`config.mk`:
```
export PLATFORM = sky130hd
export DESIGN_NAME = tcw_timer
export DESIGN_NICKNAME = d
export VERILOG_FILES = /design/src/rtl/tcw_pkg.sv /design/src/rtl/tcw_timer.sv
export VERILOG_INCLUDE_DIRS = /design/src /design/src/rtl
export SDC_FILE = /design/constraint.sdc
export NUM_CORES = 1
export LEC_CHECK = 0
export BUFFER_PORTS_ARGS = -buffer_cell sky130_fd_sc_hd__clkbuf_2
export CORE_ASPECT_RATIO = 0.7
export CORE_MARGIN = 2
export CORE_UTILIZATION = 41
export DETAILED_ROUTE_END_ITERATION = 10
export GPL_ROUTABILITY_DRIVEN = 0
export PLACE_DENSITY = 0.69
export SLEW_MARGIN = 20
export SYNTH_ARGS = -nofsm -noshare
export SYNTH_HDL_FRONTEND = slang
export SYNTH_SLANG_ARGS = --single-unit
```
`constraint.sdc`:
```
create_clock -name clk_i -period 3.59 [get_ports clk_i]
set_clock_uncertainty 0.05 [all_clocks]
set_input_delay 0.718 -clock clk_i [delete_from_list [all_inputs] [get_ports clk_i]]
set_output_delay 0.718 -clock clk_i [all_outputs]
set_load 0.01 [all_outputs]
```
`src/rtl/tcw_defs.svh`:
```
`ifndef TCW_DEFS_SVH
`define TCW_DEFS_SVH

// register byte offsets on the wishbone bus
`define TCW_OFS_CTRL 8'h00
`define TCW_OFS_COUNT 8'h04
`define TCW_OFS_COMPARE 8'h08
`define TCW_OFS_FLAGS 8'h0C
`define TCW_OFS_IRQEN 8'h10
`define TCW_OFS_STATUS 8'h14

// control register field positions
`define TCW_CTRL_MODE_LSB 0
`define TCW_CTRL_ACT_LSB 2
`define TCW_CTRL_CS_LSB 4
`define TCW_CTRL_FORCE_BIT 7
`define TCW_CTRL_DIR_BIT 8
`define TCW_CTRL_PORT_BIT 9
`define TCW_CTRL_SRC_BIT 10
`define TCW_CTRL_W 11

// flag and enable bit positions
`define TCW_FLAG_OVF_BIT 0
`define TCW_FLAG_CMP_BIT 1

// reset values
`define TCW_RST_CTRL 10'h000
`define TCW_RST_BYTE 8'h00

// prescale selections: tick masks of the divider
`define TCW_MASK_DIV1 10'h000
`define TCW_MASK_DIV8 10'h007
`define TCW_MASK_DIV32 10'h01F
`define TCW_MASK_DIV64 10'h03F
`define TCW_MASK_DIV128 10'h07F
`define TCW_MASK_DIV256 10'h0FF
`define TCW_MASK_DIV1024 10'h3FF

`endif

```
`src/rtl/tcw_pkg.sv`:
```
package tcw_pkg;

  // waveform mode encodings
  typedef enum logic [1:0] {
    TCW_NORMAL = 2'h0,
    TCW_PHASE = 2'h1,
    TCW_CLEAR = 2'h2,
    TCW_FAST = 2'h3
  } tcw_mode_t;

  // software control fields travelling together
  typedef struct packed {
    logic src_ext;
    logic port_out;
    logic pin_dir;
    logic [2:0] clock_select_field;
    logic [1:0] output_action_field;
    tcw_mode_t waveform_mode_field;
  } tcw_ctrl_t;

  // the two event flags
  typedef struct packed {
    logic compare_match_flag;
    logic overflow_flag;
  } tcw_flags_t;

endpackage

```
`src/rtl/tcw_timer.sv`:
```
`timescale 1ns/100ps
`include "tcw_defs.svh"
module tcw_timer
  import tcw_pkg::*;
#(
  parameter int CNT_W = 8,
  parameter int PRE_W = 10
) (
  input wire logic clk_i,
  input wire logic rst_i,
  input wire logic cyc_i,
  input wire logic stb_i,
  input wire logic we_i,
  input wire logic [7:0] adr_i,
  input wire logic [3:0] sel_i,
  input wire logic [31:0] dat_i,
  output logic [31:0] dat_o,
  output logic ack_o,
  input wire logic ext_src_en_i,
  input wire logic ovf_serviced_i,
  input wire logic cmp_serviced_i,
  output logic ovf_irq_o,
  output logic cmp_irq_o,
  output logic pin_o,
  output logic pin_oe_n_o
);

  localparam logic [CNT_W-1:0] MAX_VAL = {CNT_W{1'b1}};
  localparam logic [CNT_W-1:0] ZERO_VAL = {CNT_W{1'b0}};

  // ****************************************************************
  // bus slave
  // ****************************************************************

  logic ack_q;
  logic [31:0] dat_q;
  logic req;
  logic wr_en;
  logic wr_ctrl;
  logic wr_count;
  logic wr_compare;
  logic wr_flags;
  logic wr_irqen;

  tcw_ctrl_t ctrl_q;
  tcw_flags_t flags_q;
  tcw_flags_t irqen_q;
  logic [CNT_W-1:0] count_q;
  logic [CNT_W-1:0] cmp_buf_q;
  logic [CNT_W-1:0] cmp_act_q;
  logic state_q;
  logic pin_q;
  logic oe_n_q;

  // a request is answered one cycle after it is seen; writes land with the ack
  assign req = cyc_i & stb_i;
  assign wr_en = req & we_i & ack_q & sel_i[0];
  assign wr_ctrl = wr_en & (adr_i == `TCW_OFS_CTRL);
  assign wr_count = wr_en & (adr_i == `TCW_OFS_COUNT);
  assign wr_compare = wr_en & (adr_i == `TCW_OFS_COMPARE);
  assign wr_flags = wr_en & (adr_i == `TCW_OFS_FLAGS);
  assign wr_irqen = wr_en & (adr_i == `TCW_OFS_IRQEN);
  assign ack_o = ack_q;
  assign dat_o = dat_q;

  // ack pulses for one cycle, then drops even if the master still holds
  always_ff @(posedge clk_i) begin
    if (rst_i) begin
      ack_q <= 1'b0;
    end else begin
      ack_q <= req & ~ack_q;
    end
  end

  // read data captured at the request edge; unmapped offsets read zero
  always_ff @(posedge clk_i) begin
    if (rst_i) begin
      dat_q <= 32'h0000_0000;
    end else if (req & ~ack_q) begin
      unique case (adr_i)
        `TCW_OFS_CTRL: dat_q <= {21'h00_0000, ctrl_q.src_ext, ctrl_q.port_out, ctrl_q.pin_dir,
          1'b0, ctrl_q.clock_select_field, ctrl_q.output_action_field,
          ctrl_q.waveform_mode_field};
        `TCW_OFS_COUNT: dat_q <= {24'h00_0000, count_q};
        `TCW_OFS_COMPARE: dat_q <= {24'h00_0000, cmp_buf_q};
        `TCW_OFS_FLAGS: dat_q <= {30'h0000_0000, flags_q};
        `TCW_OFS_IRQEN: dat_q <= {30'h0000_0000, irqen_q};
        `TCW_OFS_STATUS: dat_q <= {16'h0000, cmp_act_q, 7'h00, state_q};
        default: dat_q <= 32'h0000_0000;
      endcase
    end
  end

  // ****************************************************************
  // control fields
  // ****************************************************************

  // mode, action and clock select take effect at once when written
  always_ff @(posedge clk_i) begin
    if (rst_i) begin
      ctrl_q <= `TCW_RST_CTRL;
    end else if (wr_ctrl) begin
      ctrl_q.waveform_mode_field <= tcw_mode_t'(dat_i[`TCW_CTRL_MODE_LSB +: 2]);
      ctrl_q.output_action_field <= dat_i[`TCW_CTRL_ACT_LSB +: 2];
      ctrl_q.clock_select_field <= dat_i[`TCW_CTRL_CS_LSB +: 3];
      if (sel_i[1]) begin
        ctrl_q.pin_dir <= dat_i[`TCW_CTRL_DIR_BIT];
        ctrl_q.port_out <= dat_i[`TCW_CTRL_PORT_BIT];
        ctrl_q.src_ext <= dat_i[`TCW_CTRL_SRC_BIT];
      end
    end
  end

  // interrupt enables
  always_ff @(posedge clk_i) begin
    if (rst_i) begin
      irqen_q <= '0;
    end else if (wr_irqen) begin
      irqen_q <= dat_i[1:0];
    end
  end

  logic pwm_mode;
  logic force_hit;

  assign pwm_mode = ctrl_q.waveform_mode_field[0];
  // force strobe is never stored; it acts only in non-PWM modes
  assign force_hit = wr_ctrl & dat_i[`TCW_CTRL_FORCE_BIT] & ~pwm_mode;

  // ****************************************************************
  // prescaler
  // ****************************************************************

  logic [PRE_W-1:0] pre_q;
  logic [PRE_W-1:0] pre_mask;
  logic src_en;
  logic tick;

  // source is the system clock or the synchronous external enable
  assign src_en = ctrl_q.src_ext ? ext_src_en_i : 1'b1;

  // divider mask per clock select; select zero gives no tick at all
  always_comb begin
    pre_mask = `TCW_MASK_DIV1;
    unique case (ctrl_q.clock_select_field)
      3'h1: pre_mask = `TCW_MASK_DIV1;
      3'h2: pre_mask = `TCW_MASK_DIV8;
      3'h3: pre_mask = `TCW_MASK_DIV32;
      3'h4: pre_mask = `TCW_MASK_DIV64;
      3'h5: pre_mask = `TCW_MASK_DIV128;
      3'h6: pre_mask = `TCW_MASK_DIV256;
      3'h7: pre_mask = `TCW_MASK_DIV1024;
      default: pre_mask = `TCW_MASK_DIV1;
    endcase
  end

  // free-running divider advanced by each source pulse
  always_ff @(posedge clk_i) begin
    if (rst_i) begin
      pre_q <= '0;
    end else if (src_en) begin
      pre_q <= pre_q + 1'b1;
    end
  end

  // tick is a one-cycle enable; stopped when clock select is zero
  assign tick = src_en & (ctrl_q.clock_select_field != 3'h0)
    & ((pre_q & pre_mask) == pre_mask);

  // ****************************************************************
  // counter and compare
  // ****************************************************************

  logic block_q;
  logic match;
  logic at_max;
  logic wrap;

  // a counter write blocks the next tick's match, running or stopped
  always_ff @(posedge clk_i) begin
    if (rst_i) begin
      block_q <= 1'b0;
    end else if (wr_count) begin
      block_q <= 1'b1;
    end else if (tick) begin
      block_q <= 1'b0;
    end
  end

  assign at_max = (count_q == MAX_VAL);
  assign match = tick & ~block_q & (count_q == cmp_act_q);
  // the counter passes max to zero on this tick, unless software writes
  assign wrap = tick & at_max & ~wr_count;

  // count sequence depends on mode and, in mode 2, on the compare match, never on the output action
  always_ff @(posedge clk_i) begin
    if (rst_i) begin
      count_q <= ZERO_VAL;
    end else if (wr_count) begin
      count_q <= dat_i[CNT_W-1:0];
    end else if (tick) begin
      unique case (ctrl_q.waveform_mode_field)
        TCW_CLEAR: begin
          if (match) begin
            count_q <= ZERO_VAL;
          end else begin
            count_q <= count_q + 1'b1;
          end
        end
        TCW_FAST: count_q <= at_max ? ZERO_VAL : count_q + 1'b1;
        default: count_q <= count_q + 1'b1;
      endcase
    end
  end

  // software sees the buffer; non-PWM writes go straight to the comparator
  always_ff @(posedge clk_i) begin
    if (rst_i) begin
      cmp_buf_q <= ZERO_VAL;
    end else if (wr_compare) begin
      cmp_buf_q <= dat_i[CNT_W-1:0];
    end
  end

  // active compare value: direct in non-PWM, loaded at wrap in PWM
  always_ff @(posedge clk_i) begin
    if (rst_i) begin
      cmp_act_q <= ZERO_VAL;
    end else if (wr_compare & ~pwm_mode) begin
      cmp_act_q <= dat_i[CNT_W-1:0];
    end else if (pwm_mode & tick & at_max) begin
      cmp_act_q <= cmp_buf_q;
    end
  end

  // ****************************************************************
  // flags and interrupt requests
  // ****************************************************************

  logic ovf_set;
  logic cmp_pend_q;
  logic cmp_set;

  // overflow: at the max-to-zero step in modes 0..2, on reaching max in mode 3
  always_comb begin
    if (ctrl_q.waveform_mode_field == TCW_FAST) begin
      ovf_set = tick & ~wr_count & (count_q == MAX_VAL - 1'b1);
    end else begin
      ovf_set = wrap;
    end
  end

  // match is remembered and raises the flag on the following tick
  always_ff @(posedge clk_i) begin
    if (rst_i) begin
      cmp_pend_q <= 1'b0;
    end else if (tick) begin
      cmp_pend_q <= match;
    end
  end

  assign cmp_set = tick & cmp_pend_q;

  // sticky flags; a set in the same cycle as a clear wins
  always_ff @(posedge clk_i) begin
    if (rst_i) begin
      flags_q <= '0;
    end else begin
      if (ovf_set) begin
        flags_q.overflow_flag <= 1'b1;
      end else if ((wr_flags & dat_i[`TCW_FLAG_OVF_BIT]) | ovf_serviced_i) begin
        flags_q.overflow_flag <= 1'b0;
      end
      if (cmp_set) begin
        flags_q.compare_match_flag <= 1'b1;
      end else if ((wr_flags & dat_i[`TCW_FLAG_CMP_BIT]) | cmp_serviced_i) begin
        flags_q.compare_match_flag <= 1'b0;
      end
    end
  end

  // one request per flag, each gated by its own enable
  always_ff @(posedge clk_i) begin
    if (rst_i) begin
      ovf_irq_o <= 1'b0;
      cmp_irq_o <= 1'b0;
    end else begin
      ovf_irq_o <= flags_q.overflow_flag & irqen_q.overflow_flag;
      cmp_irq_o <= flags_q.compare_match_flag & irqen_q.compare_match_flag;
    end
  end

  // ****************************************************************
  // waveform output
  // ****************************************************************

  logic state_d;
  logic [1:0] act;
  logic [1:0] hit_act;
  logic hit;

  assign act = ctrl_q.output_action_field;
  // a forced compare uses the action written together with the strobe
  assign hit_act = force_hit ? dat_i[`TCW_CTRL_ACT_LSB +: 2] : act;
  // a forced compare acts on the output only, never on flags or counter
  assign hit = match | force_hit;

  // next output state from the action in force at the match
  always_comb begin
    state_d = state_q;
    if (pwm_mode) begin
      if (ctrl_q.waveform_mode_field == TCW_FAST) begin
        if (wrap) begin
          if (act == 2'h2) begin
            state_d = 1'b1;
          end else if (act == 2'h3) begin
            state_d = 1'b0;
          end
        end
        if (match) begin
          unique case (act)
            2'h1: state_d = ~state_q;
            2'h2: state_d = 1'b0;
            2'h3: state_d = 1'b1;
            default: state_d = state_q;
          endcase
        end
      end
    end else if (hit) begin
      unique case (hit_act)
        2'h1: state_d = ~state_q;
        2'h2: state_d = 1'b0;
        2'h3: state_d = 1'b1;
        default: state_d = state_q;
      endcase
    end
  end

  // internal output state; untouched by mode changes
  always_ff @(posedge clk_i) begin
    if (rst_i) begin
      state_q <= 1'b0;
    end else begin
      state_q <= state_d;
    end
  end

  // pin: override when action nonzero in any mode; direction bit enables
  always_ff @(posedge clk_i) begin
    if (rst_i) begin
      pin_q <= 1'b0;
      oe_n_q <= 1'b1;
    end else begin
      pin_q <= (act != 2'h0) ? state_q : ctrl_q.port_out;
      oe_n_q <= ~ctrl_q.pin_dir;
    end
  end

  assign pin_o = pin_q;
  assign pin_oe_n_o = oe_n_q;

endmodule // tcw_timer

```
Word level (Yosys, flattened, before mapping)
Index checks and enable logic that the tools add are counted.

word-level totals
  register bits after elaboration = 88
  latch bits = 0
  memory bits (writable) = 0
  ROM bits = 0
  input bits = 52
  word-level logic and storage cells = 129
  memories kept = 0

cells by class
  $add $sub $neg = 2
  multipliers = 0
  div/mod/pow operators = 0
  magnitude comparators = 0
  eq/ne operators = 27
  shift-type cells = 0
  mux-type cells = 28
  bitwise operators = 38
  reductions and logical operators = 11

operators by type and width
  cell                                                                      number
  16-bit case mux with 6 select lines                                       1
  10-bit case mux with 6 select lines                                       1
  8-bit two-way mux                                                         6
  1-bit bitwise AND                                                         28
  8-bit by 4-bit == test with 1-bit output (second input constant)          2
  8-bit by 5-bit == test with 1-bit output (second input constant)          2
  8-bit == test (second input constant)                                     2
  1-bit two-way mux                                                         16
  8-bit case mux with 2 select lines                                        1
  2-bit == test (second input constant)                                     6
  3-bit == test (second input constant)                                     4
  2-bit nonzero test                                                        6
  10-bit by 1-bit adder with 10-bit output (second input constant)          1
  10-bit bitwise AND                                                        1
  10-bit == test                                                            1
  8-bit by 1-bit adder with 8-bit output (second input constant)            1
  8-bit by 3-bit == test with 1-bit output (second input constant)          1
  8-bit == test                                                             1
  8-bit logical NOT                                                         1
  4-bit by 1-bit inequality test with 1-bit output (second input constant)  2
  3-bit by 2-bit == test with 1-bit output (second input constant)          2
  1-bit NOT                                                                 6
  1-bit case mux with 3 select lines                                        2
  6-bit AND reduction                                                       1
  8 further kinds                                                           11

Depth between registers and ports, before layout
  word-level depth = 12
  depth in mapped cells = 11
  depth with buffers taken out = 10

Least setup slack after synthesis
OpenSTA, ideal clock, no wires.

  kind = input port to flip-flop
  start point = input port adr_i[2]
  end point = register state_q
  setup time = 73 ps
  data arrival time = 3532 ps
  slack = -65 ps
  cell stages on the path = 11
  cells stage by stage = clkbuf_1 -> or4b_2 -> nor4_4 -> nor2b_1 -> mux2_2 -> ha_1 -> o21bai_1 -> o21ai_0 -> o2111a_1 -> or4b_1 -> o211ai_2

between the ends
  longest elaborated chain between the ends = 9
  elaborated cells on any way between the ends = 20

ends and longest elaborated chain
  element                                                                           line              source
  start, declared                                                                   tcw_timer.sv:14   input wire logic [7:0] adr_i,
  8-bit logical NOT                                                                 -
  1-bit bitwise AND                                                                 tcw_timer.sv:58   assign wr_ctrl = wr_en & (adr_i == `TCW_OFS_CTRL);
  1-bit bitwise AND (2 in a row)                                                    tcw_timer.sv:128  assign force_hit = wr_ctrl & dat_i[`TCW_CTRL_FORCE_BIT] & ~pwm_mode;
  2-bit two-way mux                                                                 tcw_timer.sv:304  assign hit_act = force_hit ? dat_i[`TCW_CTRL_ACT_LSB +: 2] : act;
  2-bit == test / 2-bit by 1-bit == test with 1-bit output (equally long branches)  tcw_timer.sv:330  unique case (hit_act)
  1-bit case mux with 3 select lines                                                tcw_timer.sv:330
  1-bit two-way mux                                                                 tcw_timer.sv:329  end else if (hit) begin
  1-bit two-way mux                                                                 tcw_timer.sv:311  if (pwm_mode) begin
  end signal, assigned                                                              tcw_timer.sv:344  state_q <= state_d;
  end, declared                                                                     tcw_timer.sv:51   logic state_q;

Several ways; a longest one is shown, not always the timed one. The select of a mux whose other input is x is not followed.
A chain may end at the register's enable or synchronous reset.

Worst setup path after layout
  start point = input port adr_i[7]
  end point = register state_q

Same word-level chain as after synthesis.

==> reports/results.txt <==
largest net degree at the start of global routing: 40
Worst setup EP type: register
Die Wd: 120 um
Initial Util: 42.6%
WHS Endpoint: pin_oe_n_o
CP max FO: 3
Final Hold Viols: 0
wire per inst: 16.4 um
initial antenna violation count: 0
vias in the first global route: 3315
Hold Path Origin: ctrl_q[7]
Power, Total: 1.82 mW
Critical R2R Capture: state_q
synth warn: 0
CTS Hold Bufs: 0
CP peak stage delay: 0.55 ns
final core occ: 49.5%
Hold WC Path Type: register to register
fin crit period: 3.35 ns
fin. max-slew vios: 0
Top FF cell, synth: dfxtp_1
Crit Path Class: input port to register
syn_area_per_cell: 8.27 um2
Clock Path Buffers: 2
DRC: 0
vias per cell: 5.63
CTS tree: done
I/O Buffers: 49
Die Ht: 85.5 um
Static Leak: 1.72 nW
combinational share of power: 4.9%
1st-pass router iterations: 5
htree depth: 3
share of layout cells above drive strength 1: 19.0%
Max-Slew Margin vs Limit: 46.1%
synth top area cells: dfxtp_1 (37%), nand2_1 (5.8%), nor2_1 (5.7%)
I/O pins: 89
Root Buffer: clkbuf_16
pre-CTS WS: -0.0759 ns
Seq/Total Area, Yosys: 37.0%
Data arrival, critical path: 3.56 ns
first-pass GRT wire length: 17.0 mm
Via Count: 3623
CTS buffer count: 9
Iter 0 DRT Violations: 368
post-CTS setup buffers: 0
area grow syn2layout: 16.3%
EDFF count, synth: 0
Rows: 29
CP Launch Type: input port
ANT cells: 0
cell area after synthesis: 0.00389 mm2
most frequent cell after synthesis: dfxtp_1
clock power share: 50.7%
Cell Int Power: 1.41 mW
pwr dens: 401 mW/mm2
commonest cells in the netlist: dfxtp_1 (72), nand2_1 (60), nor2_1 (59), a21oi_1 (29), clkbuf_1 (22)
Worst Tran Pin Value: 0.808 ns
synthesized flop and latch total: 72
GRT Overall Usage: 21.0%
cells on worst reg2reg path: 10
DP HPWL: 7.83 mm
delay-heaviest family, CP: simple AND/OR/NAND/NOR gates
CP bufs+invs: 1
Clk Latency, worst-skew pair: 0.34 ns
PnR worst setup slack: 0.244 ns
Slowest-stage cell, CP: or4b_4
Synth area leader: dfxtp_1
Post-Synthesis Cells: 471
Sw Share: 22.4%
Finish-stage setup viols: 0
fmax: 299 MHz
Worst Hold Depth: 1
Antenna Nets Post-Route: 0
final worst-path cycle share: 93.2%
ys async rst share: 0%
maximum VDD drop: 317 uV
clock-pin slew on the worst setup and hold paths: 0.06 ns
die area: 0.0103 mm2
worst path cell trace: clkbuf_2 > or4b_4 > nor4_4 > nor2b_4 > mux2_2 > ha_1 > o21bai_1 > o21ai_0 > o2111a_1 > or4b_1 > o211ai_2
Synth top area share: 37.0%
run status: complete, no violations
nets: 571
Netlist cell types: 62
MaxCap Viol Count: 0
post-cts sizing count: 0
reg-to-reg critical path startpoint: ack_o
core area: 0.00914 mm2
flop-to-flop setup slack: 0.59 ns
gr ovfl total: 0
hold_ws: 0.366 ns
wirelength, routed: 10.5 mm
clk sink count: 72
power share of the sequential group: 44.4%
worst path required time: 3.80 ns
Psw: 0.407 mW
setup repair after global routing missed its margin: no
-- placed cells by master (no fill, tap or decap), types with 2 or more instances in the layout --
cell | synthesis | final
mux4_2 | 2 | 2
and2_1 | 6 | 6
o211ai_1 | 4 | 4
a211oi_1 | 8 | 8
a22oi_1 | 21 | 21
xor2_1 | 6 | 6
mux2i_1 | 18 | 18
nor4_1 | 8 | 8
conb_1 | 1 | 16
nand4_1 | 5 | 5
inv_1 | 8 | 8
mux2_2 | 5 | 5
nor4_4 | 2 | 2
clkbuf_16 | 0 | 9
or4_4 | 2 | 2
ha_1 | 4 | 4
nand3b_1 | 5 | 5
nand2_1 | 60 | 60
nor3_1 | 8 | 8
nand3_1 | 17 | 17
or4b_1 | 2 | 2
a311oi_1 | 2 | 2
clkbuf_2 | 0 | 49
clkbuf_8 | 0 | 2
dfxtp_1 | 72 | 72
nor2_1 | 59 | 59
a21boi_0 | 4 | 4
xnor2_1 | 12 | 12
buf_4 | 16 | 13
a21oi_1 | 29 | 29
nand2b_1 | 2 | 2
and3_1 | 8 | 8
o21ai_0 | 11 | 11
a31oi_1 | 5 | 5
nor2b_1 | 4 | 3
o41ai_1 | 2 | 2
-- through the flow --
stage	instance area [um2]	cells	TNS, ns
6_report	4530	644	0
5_1_grt	4530	644	0
4_1_cts	4530	644	0
3_5_place_dp	4220	628	-0.0759
3_3_place_gp	4220	628	-0.0419
2_1_floorplan	3960	486	0
-- worst max path at each step --
stage	startpoint	to	slack [ns]	cells after the start
final	adr_i[7]	state_q	0.24	11
after global routing	adr_i[7]	state_q	0.17	11
after CTS	adr_i[7]	state_q	0.27	11
after detailed placement	adr_i[7]	state_q	-0.08	11
after global placement	adr_i[7]	state_q	-0.04	11
after floorplan	adr_i[2]	state_q	0.03	11
-- sequential cells by signal (all words and copies together), names as in the netlist --
name and count:
cmp_act_q 8, cmp_pend_q 1, block_q 1, pin_o 1, cmp_buf_q 8, flags_q 2
pin_oe_n_o 1, irqen_q 2, count_q 8, pre_q 10, ctrl_q 8, cmp_irq_o 1
act 2, dat_o 16, state_q 1, ack_o 1, ovf_irq_o 1
-- cell type report --
cell class,count,area (um2)
Clock buffer,12,256
Clock inverter,4,51.3
Fill cell,877,4610
Inverter,8,30.0
Multi-Input combinational cell,362,2250
Sequential cell,72,1440
Tap cell,124,155
Timing Repair Buffer,62,343
-- power by group through the flow --
stage               logic [mW]  registers (mW)  clock network [mW]
detailed placement      0.0879           0.823                   0
finish                  0.0891           0.806               0.921
global placement        0.0870           0.823                   0
CTS                     0.0882           0.805               0.934
floorplan               0.0591           0.822                   0
global route            0.0965           0.806               0.969
-- routing by layer --
metal	wire (um)	up-vias	global-route usage (%)
li1	-	1741	-
met5	0	-	0
met3	788	14	5.32
met4	123	0	5.50
met1	4840	1711	28.8
met2	4790	157	33.1
-- logic make-up after synthesis --
| logic type | share of synthesized area (%) |
|---|---|
| flip-flops | 37.0 |
| XOR/XNOR | 4.05 |
| AND/OR/NAND/NOR | 26.0 |
| multiplexers | 7.23 |
| other | 0.0963 |
| AO/OA/AOI/OAI | 17.5 |
| buffers and inverters | 6.87 |
| adder cells (fa/ha/maj) | 1.28 |
Note: power is estimated with default switching activity, not from simulation.
